### src/rtl/cfg_loader_pkg.sv
package cfg_loader_pkg;

  // Configuration memory word addresses
  localparam logic [7:0] WORD_PHY2 = 8'h1c;
  localparam logic [7:0] WORD_PORT0 = 8'h20;
  localparam logic [7:0] WORD_PORT1 = 8'h22;
  localparam logic [7:0] WORD_PORT2 = 8'h24;

  // Source bit positions inside a loaded word
  localparam int SRC_SLOT_IMPL = 0;
  localparam int SRC_SLOT_CLK = 1;
  localparam int SRC_DSI = 2;
  localparam int SRC_PNUM_LO = 4;
  localparam int SRC_SCALE_LO = 6;
  localparam int SRC_TC_LO = 9;
  localparam int SRC_RXDET_LO = 4;

  // Field widths
  localparam int PNUM_W = 2;
  localparam int SCALE_W = 2;
  localparam int TC_W = 7;
  localparam int RXDET_W = 3;

  // Destination configuration-space offsets and bit positions
  localparam logic [11:0] CFG_PHY2_OFS = 12'h0bc;
  localparam int DST_RXDET_LO = 4;
  localparam logic [11:0] CFG_SLOT_CLK_OFS = 12'h0f0;
  localparam int DST_SLOT_CLK = 28;
  localparam logic [11:0] CFG_DSI_OFS = 12'h080;
  localparam int DST_DSI = 21;
  localparam logic [11:0] CFG_PNUM_OFS = 12'h0ec;
  localparam int DST_PNUM_LO = 24;
  localparam logic [11:0] CFG_SCALE_OFS = 12'h084;
  localparam int DST_SCALE_LO = 13;
  localparam logic [11:0] CFG_TC_OFS = 12'h154;
  localparam int DST_TC_LO = 1;
  localparam logic [11:0] CFG_SLOT_IMPL_OFS = 12'h0e0;
  localparam int DST_SLOT_IMPL = 24;

  // AXI4-Lite register byte addresses
  localparam logic [7:0] REG_CTRL = 8'h00;
  localparam logic [7:0] REG_STATUS = 8'h04;
  localparam logic [7:0] REG_PHY2 = 8'h08;
  localparam logic [7:0] REG_PORT0 = 8'h10;
  localparam logic [7:0] REG_PORT1 = 8'h14;
  localparam logic [7:0] REG_PORT2 = 8'h18;

  // Control and status bit positions
  localparam int CTRL_LOAD_EN = 0;
  localparam int CTRL_RELOAD = 1;
  localparam int STAT_READY = 0;
  localparam int STAT_SEEN_LO = 1;
  localparam int STAT_REFUSED = 5;

  // Reset values
  localparam logic LOAD_EN_RST = 1'b1;

  // AXI responses
  localparam logic [1:0] RESP_OKAY = 2'b00;
  localparam logic [1:0] RESP_SLVERR = 2'b10;

endpackage : cfg_loader_pkg

### src/rtl/port_field_slice.sv
`timescale 1ns/1ns
`default_nettype none
module port_field_slice
  import cfg_loader_pkg::*;
#(
  parameter logic [7:0] WORD_ADDR = 8'h20,
  parameter bit HAS_SLOT = 1'b0,
  parameter bit HAS_EXT = 1'b1
)
(
  input wire logic mclk_i,
  input wire logic reset_i,
  input wire logic load_i,
  input wire logic [7:0] addr_i,
  input wire logic [15:0] data_i,
  output logic slot_impl_o,
  output logic slot_clock_o,
  output logic dsi_o,
  output logic [PNUM_W-1:0] port_num_o,
  output logic [SCALE_W-1:0] pm_scale_o,
  output logic [TC_W-1:0] tc_map_o
);

  logic slot_impl_d;
  logic slot_clock_d;
  logic dsi_d;
  logic [PNUM_W-1:0] port_num_d;
  logic [SCALE_W-1:0] pm_scale_d;
  logic [TC_W-1:0] tc_map_d;

  always_comb
  begin
    slot_impl_d = slot_impl_o;
    slot_clock_d = slot_clock_o;
    dsi_d = dsi_o;
    port_num_d = port_num_o;
    pm_scale_d = pm_scale_o;
    tc_map_d = tc_map_o;
    if (load_i && addr_i == WORD_ADDR)
    begin
      if (HAS_SLOT)
      begin
        slot_impl_d = data_i[SRC_SLOT_IMPL];
      end
      slot_clock_d = data_i[SRC_SLOT_CLK];
      dsi_d = data_i[SRC_DSI];
      if (HAS_EXT)
      begin
        port_num_d = data_i[SRC_PNUM_LO +: PNUM_W];
        pm_scale_d = data_i[SRC_SCALE_LO +: SCALE_W];
        tc_map_d = data_i[SRC_TC_LO +: TC_W];
      end
    end
  end

  always_ff @(posedge mclk_i or posedge reset_i)
  begin
    if (reset_i)
    begin
      slot_impl_o <= 1'b0;
      slot_clock_o <= 1'b0;
      dsi_o <= 1'b0;
      port_num_o <= '0;
      pm_scale_o <= '0;
      tc_map_o <= '0;
    end
    else
    begin
      slot_impl_o <= slot_impl_d;
      slot_clock_o <= slot_clock_d;
      dsi_o <= dsi_d;
      port_num_o <= port_num_d;
      pm_scale_o <= pm_scale_d;
      tc_map_o <= tc_map_d;
    end
  end

endmodule : port_field_slice
`default_nettype wire

### src/rtl/eeprom_port_config_loader.sv
// The AXI4-Lite register port and the register addresses were left to the implementer.
`timescale 1ns/1ns
`default_nettype none
module eeprom_port_config_loader
  import cfg_loader_pkg::*;
(
  input wire logic mclk_i,
  input wire logic reset_i,
  // Words delivered by the configuration memory reader
  input wire logic word_valid_i,
  input wire logic [7:0] word_addr_i,
  input wire logic [15:0] word_data_i,
  input wire logic load_done_i,
  // AXI4-Lite slave
  input wire logic [7:0] s_axi_awaddr,
  input wire logic s_axi_awvalid,
  output logic s_axi_awready,
  input wire logic [31:0] s_axi_wdata,
  input wire logic [3:0] s_axi_wstrb,
  input wire logic s_axi_wvalid,
  output logic s_axi_wready,
  output logic [1:0] s_axi_bresp,
  output logic s_axi_bvalid,
  input wire logic s_axi_bready,
  input wire logic [7:0] s_axi_araddr,
  input wire logic s_axi_arvalid,
  output logic s_axi_arready,
  output logic [31:0] s_axi_rdata,
  output logic [1:0] s_axi_rresp,
  output logic s_axi_rvalid,
  input wire logic s_axi_rready,
  // Loaded configuration fields
  output logic [RXDET_W-1:0] rx_detect_threshold_o,
  output logic [2:0] slot_implemented_o,
  output logic [2:0] reference_clock_input_o,
  output logic [2:0] dsi_required_o,
  output logic [3*PNUM_W-1:0] port_number_o,
  output logic [3*SCALE_W-1:0] pm_data_scale_o,
  output logic [3*TC_W-1:0] tc_vc0_map_o,
  output logic config_ready_o,
  output logic reload_request_o
);

  logic load_en_q;
  logic load_en_d;
  logic reload_q;
  logic reload_d;
  logic ready_q;
  logic ready_d;
  logic [3:0] seen_q;
  logic [3:0] seen_d;
  logic refused_q;
  logic refused_d;
  logic [RXDET_W-1:0] rxdet_q;
  logic [RXDET_W-1:0] rxdet_d;
  logic word_load;

  logic aw_have_q;
  logic aw_have_d;
  logic w_have_q;
  logic w_have_d;
  logic [7:0] awaddr_q;
  logic [7:0] awaddr_d;
  logic [31:0] wdata_q;
  logic [31:0] wdata_d;
  logic [3:0] wstrb_q;
  logic [3:0] wstrb_d;
  logic awready_d;
  logic wready_d;
  logic bvalid_d;
  logic [1:0] bresp_d;
  logic arready_d;
  logic rvalid_d;
  logic [31:0] rdata_d;
  logic [1:0] rresp_d;
  logic wr_fire;
  logic wr_mapped;
  logic [31:0] rd_word;
  logic rd_mapped;

  // Words are applied only while loading is enabled and before release
  assign word_load = word_valid_i && load_en_q && !ready_q;
  assign wr_fire = aw_have_q && w_have_q && !s_axi_bvalid;

  port_field_slice #(
    .WORD_ADDR(WORD_PORT0),
    .HAS_SLOT(1'b0),
    .HAS_EXT(1'b1)
  ) u_port0 (
    .mclk_i(mclk_i),
    .reset_i(reset_i),
    .load_i(word_load),
    .addr_i(word_addr_i),
    .data_i(word_data_i),
    .slot_impl_o(slot_implemented_o[0]),
    .slot_clock_o(reference_clock_input_o[0]),
    .dsi_o(dsi_required_o[0]),
    .port_num_o(port_number_o[0 +: PNUM_W]),
    .pm_scale_o(pm_data_scale_o[0 +: SCALE_W]),
    .tc_map_o(tc_vc0_map_o[0 +: TC_W])
  );

  port_field_slice #(
    .WORD_ADDR(WORD_PORT1),
    .HAS_SLOT(1'b1),
    .HAS_EXT(1'b1)
  ) u_port1 (
    .mclk_i(mclk_i),
    .reset_i(reset_i),
    .load_i(word_load),
    .addr_i(word_addr_i),
    .data_i(word_data_i),
    .slot_impl_o(slot_implemented_o[1]),
    .slot_clock_o(reference_clock_input_o[1]),
    .dsi_o(dsi_required_o[1]),
    .port_num_o(port_number_o[PNUM_W +: PNUM_W]),
    .pm_scale_o(pm_data_scale_o[SCALE_W +: SCALE_W]),
    .tc_map_o(tc_vc0_map_o[TC_W +: TC_W])
  );

  port_field_slice #(
    .WORD_ADDR(WORD_PORT2),
    .HAS_SLOT(1'b1),
    .HAS_EXT(1'b0)
  ) u_port2 (
    .mclk_i(mclk_i),
    .reset_i(reset_i),
    .load_i(word_load),
    .addr_i(word_addr_i),
    .data_i(word_data_i),
    .slot_impl_o(slot_implemented_o[2]),
    .slot_clock_o(reference_clock_input_o[2]),
    .dsi_o(dsi_required_o[2]),
    .port_num_o(port_number_o[2*PNUM_W +: PNUM_W]),
    .pm_scale_o(pm_data_scale_o[2*SCALE_W +: SCALE_W]),
    .tc_map_o(tc_vc0_map_o[2*TC_W +: TC_W])
  );

  // Register write decode
  always_comb
  begin
    case (awaddr_q)
      REG_CTRL, REG_STATUS: wr_mapped = 1'b1;
      default: wr_mapped = 1'b0;
    endcase
  end

  // Loader and control state
  always_comb
  begin
    load_en_d = load_en_q;
    reload_d = 1'b0;
    ready_d = ready_q;
    seen_d = seen_q;
    refused_d = refused_q;
    rxdet_d = rxdet_q;
    if (wr_fire && wstrb_q[0] && awaddr_q == REG_CTRL)
    begin
      load_en_d = wdata_q[CTRL_LOAD_EN];
      if (wdata_q[CTRL_RELOAD])
      begin
        reload_d = 1'b1;
        ready_d = 1'b0;
        seen_d = '0;
      end
    end
    if (wr_fire && wstrb_q[0] && awaddr_q == REG_STATUS &&
        wdata_q[STAT_REFUSED])
    begin
      refused_d = 1'b0;
    end
    // One shared word sets the threshold for every port
    if (word_load && word_addr_i == WORD_PHY2)
    begin
      rxdet_d = word_data_i[SRC_RXDET_LO +: RXDET_W];
    end
    if (word_load)
    begin
      case (word_addr_i)
        WORD_PHY2: seen_d[0] = 1'b1;
        WORD_PORT0: seen_d[1] = 1'b1;
        WORD_PORT1: seen_d[2] = 1'b1;
        WORD_PORT2: seen_d[3] = 1'b1;
        default: seen_d = seen_d;
      endcase
    end
    // Words after release are not applied; set wins over clear
    if (word_valid_i && (ready_q || !load_en_q))
    begin
      refused_d = 1'b1;
    end
    // Fields land on the same edge, so release never precedes them
    if (load_done_i && load_en_q)
    begin
      ready_d = 1'b1;
    end
  end

  always_ff @(posedge mclk_i or posedge reset_i)
  begin
    if (reset_i)
    begin
      load_en_q <= LOAD_EN_RST;
      reload_q <= 1'b0;
      ready_q <= 1'b0;
      seen_q <= '0;
      refused_q <= 1'b0;
      rxdet_q <= '0;
    end
    else
    begin
      load_en_q <= load_en_d;
      reload_q <= reload_d;
      ready_q <= ready_d;
      seen_q <= seen_d;
      refused_q <= refused_d;
      rxdet_q <= rxdet_d;
    end
  end

  assign config_ready_o = ready_q;
  assign reload_request_o = reload_q;
  assign rx_detect_threshold_o = rxdet_q;

  // Register read mux
  always_comb
  begin
    rd_word = 32'h0000_0000;
    rd_mapped = 1'b1;
    case (s_axi_araddr)
      REG_CTRL: rd_word[CTRL_LOAD_EN] = load_en_q;
      REG_STATUS:
      begin
        rd_word[STAT_READY] = ready_q;
        rd_word[STAT_SEEN_LO +: 4] = seen_q;
        rd_word[STAT_REFUSED] = refused_q;
      end
      REG_PHY2: rd_word[SRC_RXDET_LO +: RXDET_W] = rxdet_q;
      REG_PORT0, REG_PORT1, REG_PORT2:
      begin
        int p;
        p = (s_axi_araddr == REG_PORT0) ? 0 :
            (s_axi_araddr == REG_PORT1) ? 1 : 2;
        rd_word[SRC_SLOT_IMPL] = slot_implemented_o[p];
        rd_word[SRC_SLOT_CLK] = reference_clock_input_o[p];
        rd_word[SRC_DSI] = dsi_required_o[p];
        rd_word[SRC_PNUM_LO +: PNUM_W] = port_number_o[p*PNUM_W +: PNUM_W];
        rd_word[SRC_SCALE_LO +: SCALE_W] =
          pm_data_scale_o[p*SCALE_W +: SCALE_W];
        rd_word[SRC_TC_LO +: TC_W] = tc_vc0_map_o[p*TC_W +: TC_W];
      end
      default: rd_mapped = 1'b0;
    endcase
  end

  // AXI4-Lite channel state
  always_comb
  begin
    aw_have_d = aw_have_q;
    w_have_d = w_have_q;
    awaddr_d = awaddr_q;
    wdata_d = wdata_q;
    wstrb_d = wstrb_q;
    bvalid_d = s_axi_bvalid;
    bresp_d = s_axi_bresp;
    arready_d = s_axi_arready;
    rvalid_d = s_axi_rvalid;
    rdata_d = s_axi_rdata;
    rresp_d = s_axi_rresp;
    if (s_axi_awvalid && s_axi_awready)
    begin
      aw_have_d = 1'b1;
      awaddr_d = s_axi_awaddr;
    end
    if (s_axi_wvalid && s_axi_wready)
    begin
      w_have_d = 1'b1;
      wdata_d = s_axi_wdata;
      wstrb_d = s_axi_wstrb;
    end
    if (wr_fire)
    begin
      aw_have_d = 1'b0;
      w_have_d = 1'b0;
      bvalid_d = 1'b1;
      bresp_d = wr_mapped ? RESP_OKAY : RESP_SLVERR;
    end
    if (s_axi_bvalid && s_axi_bready)
    begin
      bvalid_d = 1'b0;
    end
    awready_d = !aw_have_d && !bvalid_d;
    wready_d = !w_have_d && !bvalid_d;
    if (s_axi_arvalid && s_axi_arready)
    begin
      arready_d = 1'b0;
      rvalid_d = 1'b1;
      rdata_d = rd_word;
      rresp_d = rd_mapped ? RESP_OKAY : RESP_SLVERR;
    end
    if (s_axi_rvalid && s_axi_rready)
    begin
      rvalid_d = 1'b0;
      arready_d = 1'b1;
    end
  end

  always_ff @(posedge mclk_i or posedge reset_i)
  begin
    if (reset_i)
    begin
      aw_have_q <= 1'b0;
      w_have_q <= 1'b0;
      awaddr_q <= '0;
      wdata_q <= '0;
      wstrb_q <= '0;
      s_axi_awready <= 1'b1;
      s_axi_wready <= 1'b1;
      s_axi_bvalid <= 1'b0;
      s_axi_bresp <= RESP_OKAY;
      s_axi_arready <= 1'b1;
      s_axi_rvalid <= 1'b0;
      s_axi_rdata <= '0;
      s_axi_rresp <= RESP_OKAY;
    end
    else
    begin
      aw_have_q <= aw_have_d;
      w_have_q <= w_have_d;
      awaddr_q <= awaddr_d;
      wdata_q <= wdata_d;
      wstrb_q <= wstrb_d;
      s_axi_awready <= awready_d;
      s_axi_wready <= wready_d;
      s_axi_bvalid <= bvalid_d;
      s_axi_bresp <= bresp_d;
      s_axi_arready <= arready_d;
      s_axi_rvalid <= rvalid_d;
      s_axi_rdata <= rdata_d;
      s_axi_rresp <= rresp_d;
    end
  end

endmodule : eeprom_port_config_loader
`default_nettype wire

### config.mk
export PLATFORM = sky130hd
export DESIGN_NAME = eeprom_port_config_loader
export DESIGN_NICKNAME = d
export VERILOG_FILES = /design/src/rtl/cfg_loader_pkg.sv /design/src/rtl/port_field_slice.sv /design/src/rtl/eeprom_port_config_loader.sv
export SDC_FILE = /design/constraint.sdc
export NUM_CORES = 1
export LEC_CHECK = 0
export BUFFER_PORTS_ARGS = -buffer_cell sky130_fd_sc_hd__buf_2
export CORE_ASPECT_RATIO = 1.2
export CORE_MARGIN = 8
export CORE_UTILIZATION = 39
export CTS_BUF_LIST = sky130_fd_sc_hd__clkbuf_4
export DETAILED_ROUTE_END_ITERATION = 10
export PLACE_DENSITY = 0.72
export SYNTH_ARGS = -nofsm -noshare
export SYNTH_HDL_FRONTEND = slang
export SYNTH_HIERARCHICAL = 1
export SYNTH_SLANG_ARGS = --single-unit
### constraint.sdc
create_clock -name mclk_i -period 1.76 [get_ports mclk_i]
set_input_delay 0.528 -clock mclk_i [delete_from_list [all_inputs] [get_ports mclk_i]]
set_output_delay 0.528 -clock mclk_i [all_outputs]
set_load 0.01 [all_outputs]
==> reports/qor.yml <==
layout:
  final-seq-area_sq_mm: 0.00193
  num-fill-cells: 875
  nNetsFinal: 515
  multi_input_comb_area_sq_mm: 0.00167
  drive_above_1_share: 0.487
  final_cells: 559
  area_growth_pct: 23.2
critical_path:
  r2r-start: "load_en_q"
  crit_buf_inv: 1
  rr_endpoint: "u_port1/pm_scale_o[1]"
  path_max_fanout: 14
  r2r_slack_ps: -1
  ff2ff_path_depth: 5
  crit_chain: "and3b_2 > nor4b_4 > nand4b_4 > buf_12 > mux2_4"
  path_delay_family: "simple AND/OR/NAND/NOR gates"
  cp.required_ps: 2070
  critPathMaxStageDelay_ps: 550
  cpMaxStageDelayCell: "dfstp_2"
  critPathKind: "register to register"
  cp.depth: 5
  end_kind: "register"
  startpoint_type: "register"
  cp_data_arrival_time_ps: 2070
placement:
  numPortBuffers: 107
  dp_cells: 541
  gp_congestion: 0.794
  dp_hpwl_um: 7970
grt:
  grt.total_usage: 0.151
  grt_pass1_vias: 2984
  grt_max_degree: 29
  grt_antenna_before_repair: 0
  globalRouteOverflowTotal: 0
  grt_pass1_wl_um: 15800
floorplan:
  fp-row-count: 39
  ios: 173
  die_y_um: 124
  fp.dieArea_sq_mm: 0.0132
  die_w_um: 106
  core-area_sq_mm: 0.00952
  initial_utilization: 0.401
route:
  drtPass1Iterations: 4
  num_vias: 2729
  route.met2.wl_um: 4840
  wl_met1_um: 3920
  top_layer_used: "met4"
  wl_um: 10000
  wl_met3_um: 1070
  drc: 0
  detail-route-antenna-nets: 0
  wire_per_inst_um: 17.9
  drt_iter0_drc: 103
  vias_per_cell: 4.88
logic_synthesis:
  yosys.area.top_type: "dfrtp_1"
  netlist.area_leader.share: 0.479
  async_flop_share: 1.00
  synth_flop_cell: "dfrtp_1"
  yosys_warnings: 6
  yosysMostFrequentCell: "dfrtp_1"
  synth_area_leaders: "dfrtp_1, mux2_2, mux2_4"
  syn-cell-area_sq_mm: 0.00381
  netlist-cell-type-count: 49
  synth_common_cells: "dfrtp_1, buf_4, mux2_2, mux2_4, nand2_1"
  syn_inst: 300
  seq_area_frac_synth: 0.507
  synth_edf_count: 0
  syn_avg_cell_area_sq_um: 12.7
  ys_ff_latch: 77
sta:
  fin_ws_ps: -1.04
  drv_slew: 0
  rsz0062_at_grt: "true"
  setup_viol: 1
  max_freq_mhz: 568
  relSlewSlack: 0.602
  max_slew.worst_pin.slew_ps: 596
  fin_crit_sh: 1.00
  skew_ps: 15.9
  fin_crit_ps: 1760
  finalHoldViolations: 0
clock_tree:
  cts_tree: "yes"
  clkLatencyLatePin_ps: 420
  post_cts_buffers: 0
  cts.path.max_buffers: 2
  cts_root_buffer: "clkbuf_4"
  htree_levels: 3
  cts_sinks: 77
  cts_inserted_buffers: 9
  path_clk_slew_ps: 130
outcome:
  violations: "setup timing"
  status: "finished, violations left"
pwr:
  powerDensity_mw_per_mm2: 894
  finalPower_w: 0.00420
  p_leak_nw: 2.57
  peakVddDrop_mv: 0.614
job:
  cap_violations: 0
hold_path:
  worstHoldEndpoint: "s_axi_arready"
  min_from: "s_axi_arvalid"
  holdPathStages: 2
  hp-class: "input pin to register"
-- worst max-delay path by stage --
stage / slack (ps) / to / start
after floorplan: 50 / s_axi_rdata[10] / s_axi_araddr[2]
after global placement: -80 / rx_detect_threshold_o[2] / word_valid_i
after detailed placement: -150 / u_port1/tc_map_o[6] / word_valid_i
after CTS: -30 / u_port1/pm_scale_o[1] / load_en_q
after global routing: -80 / u_port1/pm_scale_o[1] / load_en_q
final: -1 / u_port1/pm_scale_o[1] / load_en_q
-- worst reg2reg max path: stages (launching register included) --
cell and delay (ps):
dfstp_2 550, and3b_2 220, nor4b_4 260, nand4b_4 140, buf_12 180, mux2_4 300
-- through the flow --
stage                     utilization  setup TNS (ps)  worst slack [ps]  instance area, sq um  hold WS (ps)
after floorplan                     -               0              47.9                  3920           282
after global placement          0.475           -2040             -83.9                  4520           432
after detailed placement        0.475           -3830              -151                  4520           434
after CTS                       0.493            -112             -26.9                  4700           248
after global routing            0.493           -1400             -77.4                  4700           256
final                           0.494           -1.04             -1.04                  4700           272
-- cell type report --
type                    count  area share
multi-input cells         202       0.355
repair buffers            132       0.160
clock inverters             6      0.0184
diodes                      1    0.000533
well taps                 123      0.0328
inverters                   8     0.00639
clock buffers              10      0.0160
flip-flops and latches     77       0.411
-- placed cells by master, fill, tap and decap left out, drive strengths merged, types with 7 or more instances in the layout --
cell / count
a221o: 9
buf: 131
clkbuf: 10
conb: 31
dfrtp: 73
inv: 9
mux2: 50
mux2i: 14
nand2: 16
nor2: 14
nor3: 7
o21ai: 7
-- power by group --
part / switching (W) / internal (W)
Clock: 0.000656 / 0.000593
Sequential: 0.000143 / 0.00203
Combinational: 0.000399 / 0.000380
-- cell families (layout without fill, tap and decap cells) --
group,Yosys count,in the layout,share of synthesized area
AOI/OAI and AO/OA,36,36,0.0725
buffers and inverters,49,156,0.0853
DFF,77,77,0.507
muxes,64,64,0.204
other,3,32,0.00295
and+or+nand+nor,71,71,0.129
-- metal layers --
metal,global-route usage,up-vias
li1,-,1286
met1,0.171,1320
met2,0.248,111
met3,0.0663,12
met4,0.0490,0
met5,0,-
-- flip-flops by register name, indices dropped and copies added (netlist names), 2 cells and up --
register,flops
awaddr_q,8
rx_detect_threshold_o,3
s_axi_rdata,15
seen_q,4
u_port0/pm_scale_o,2
u_port0/port_num_o,2
u_port0/tc_map_o,7
u_port1/pm_scale_o,2
u_port1/port_num_o,2
u_port1/tc_map_o,7
wdata_q,3
-- what timing repair did --
action / in CTS / in global routing
hold endpoints to repair: 3 / 0
resized for setup: 2 / 0
setup endpoints to repair: 28 / 27
hold buffers: 1 / 0
(Power assumes the default switching activity.)
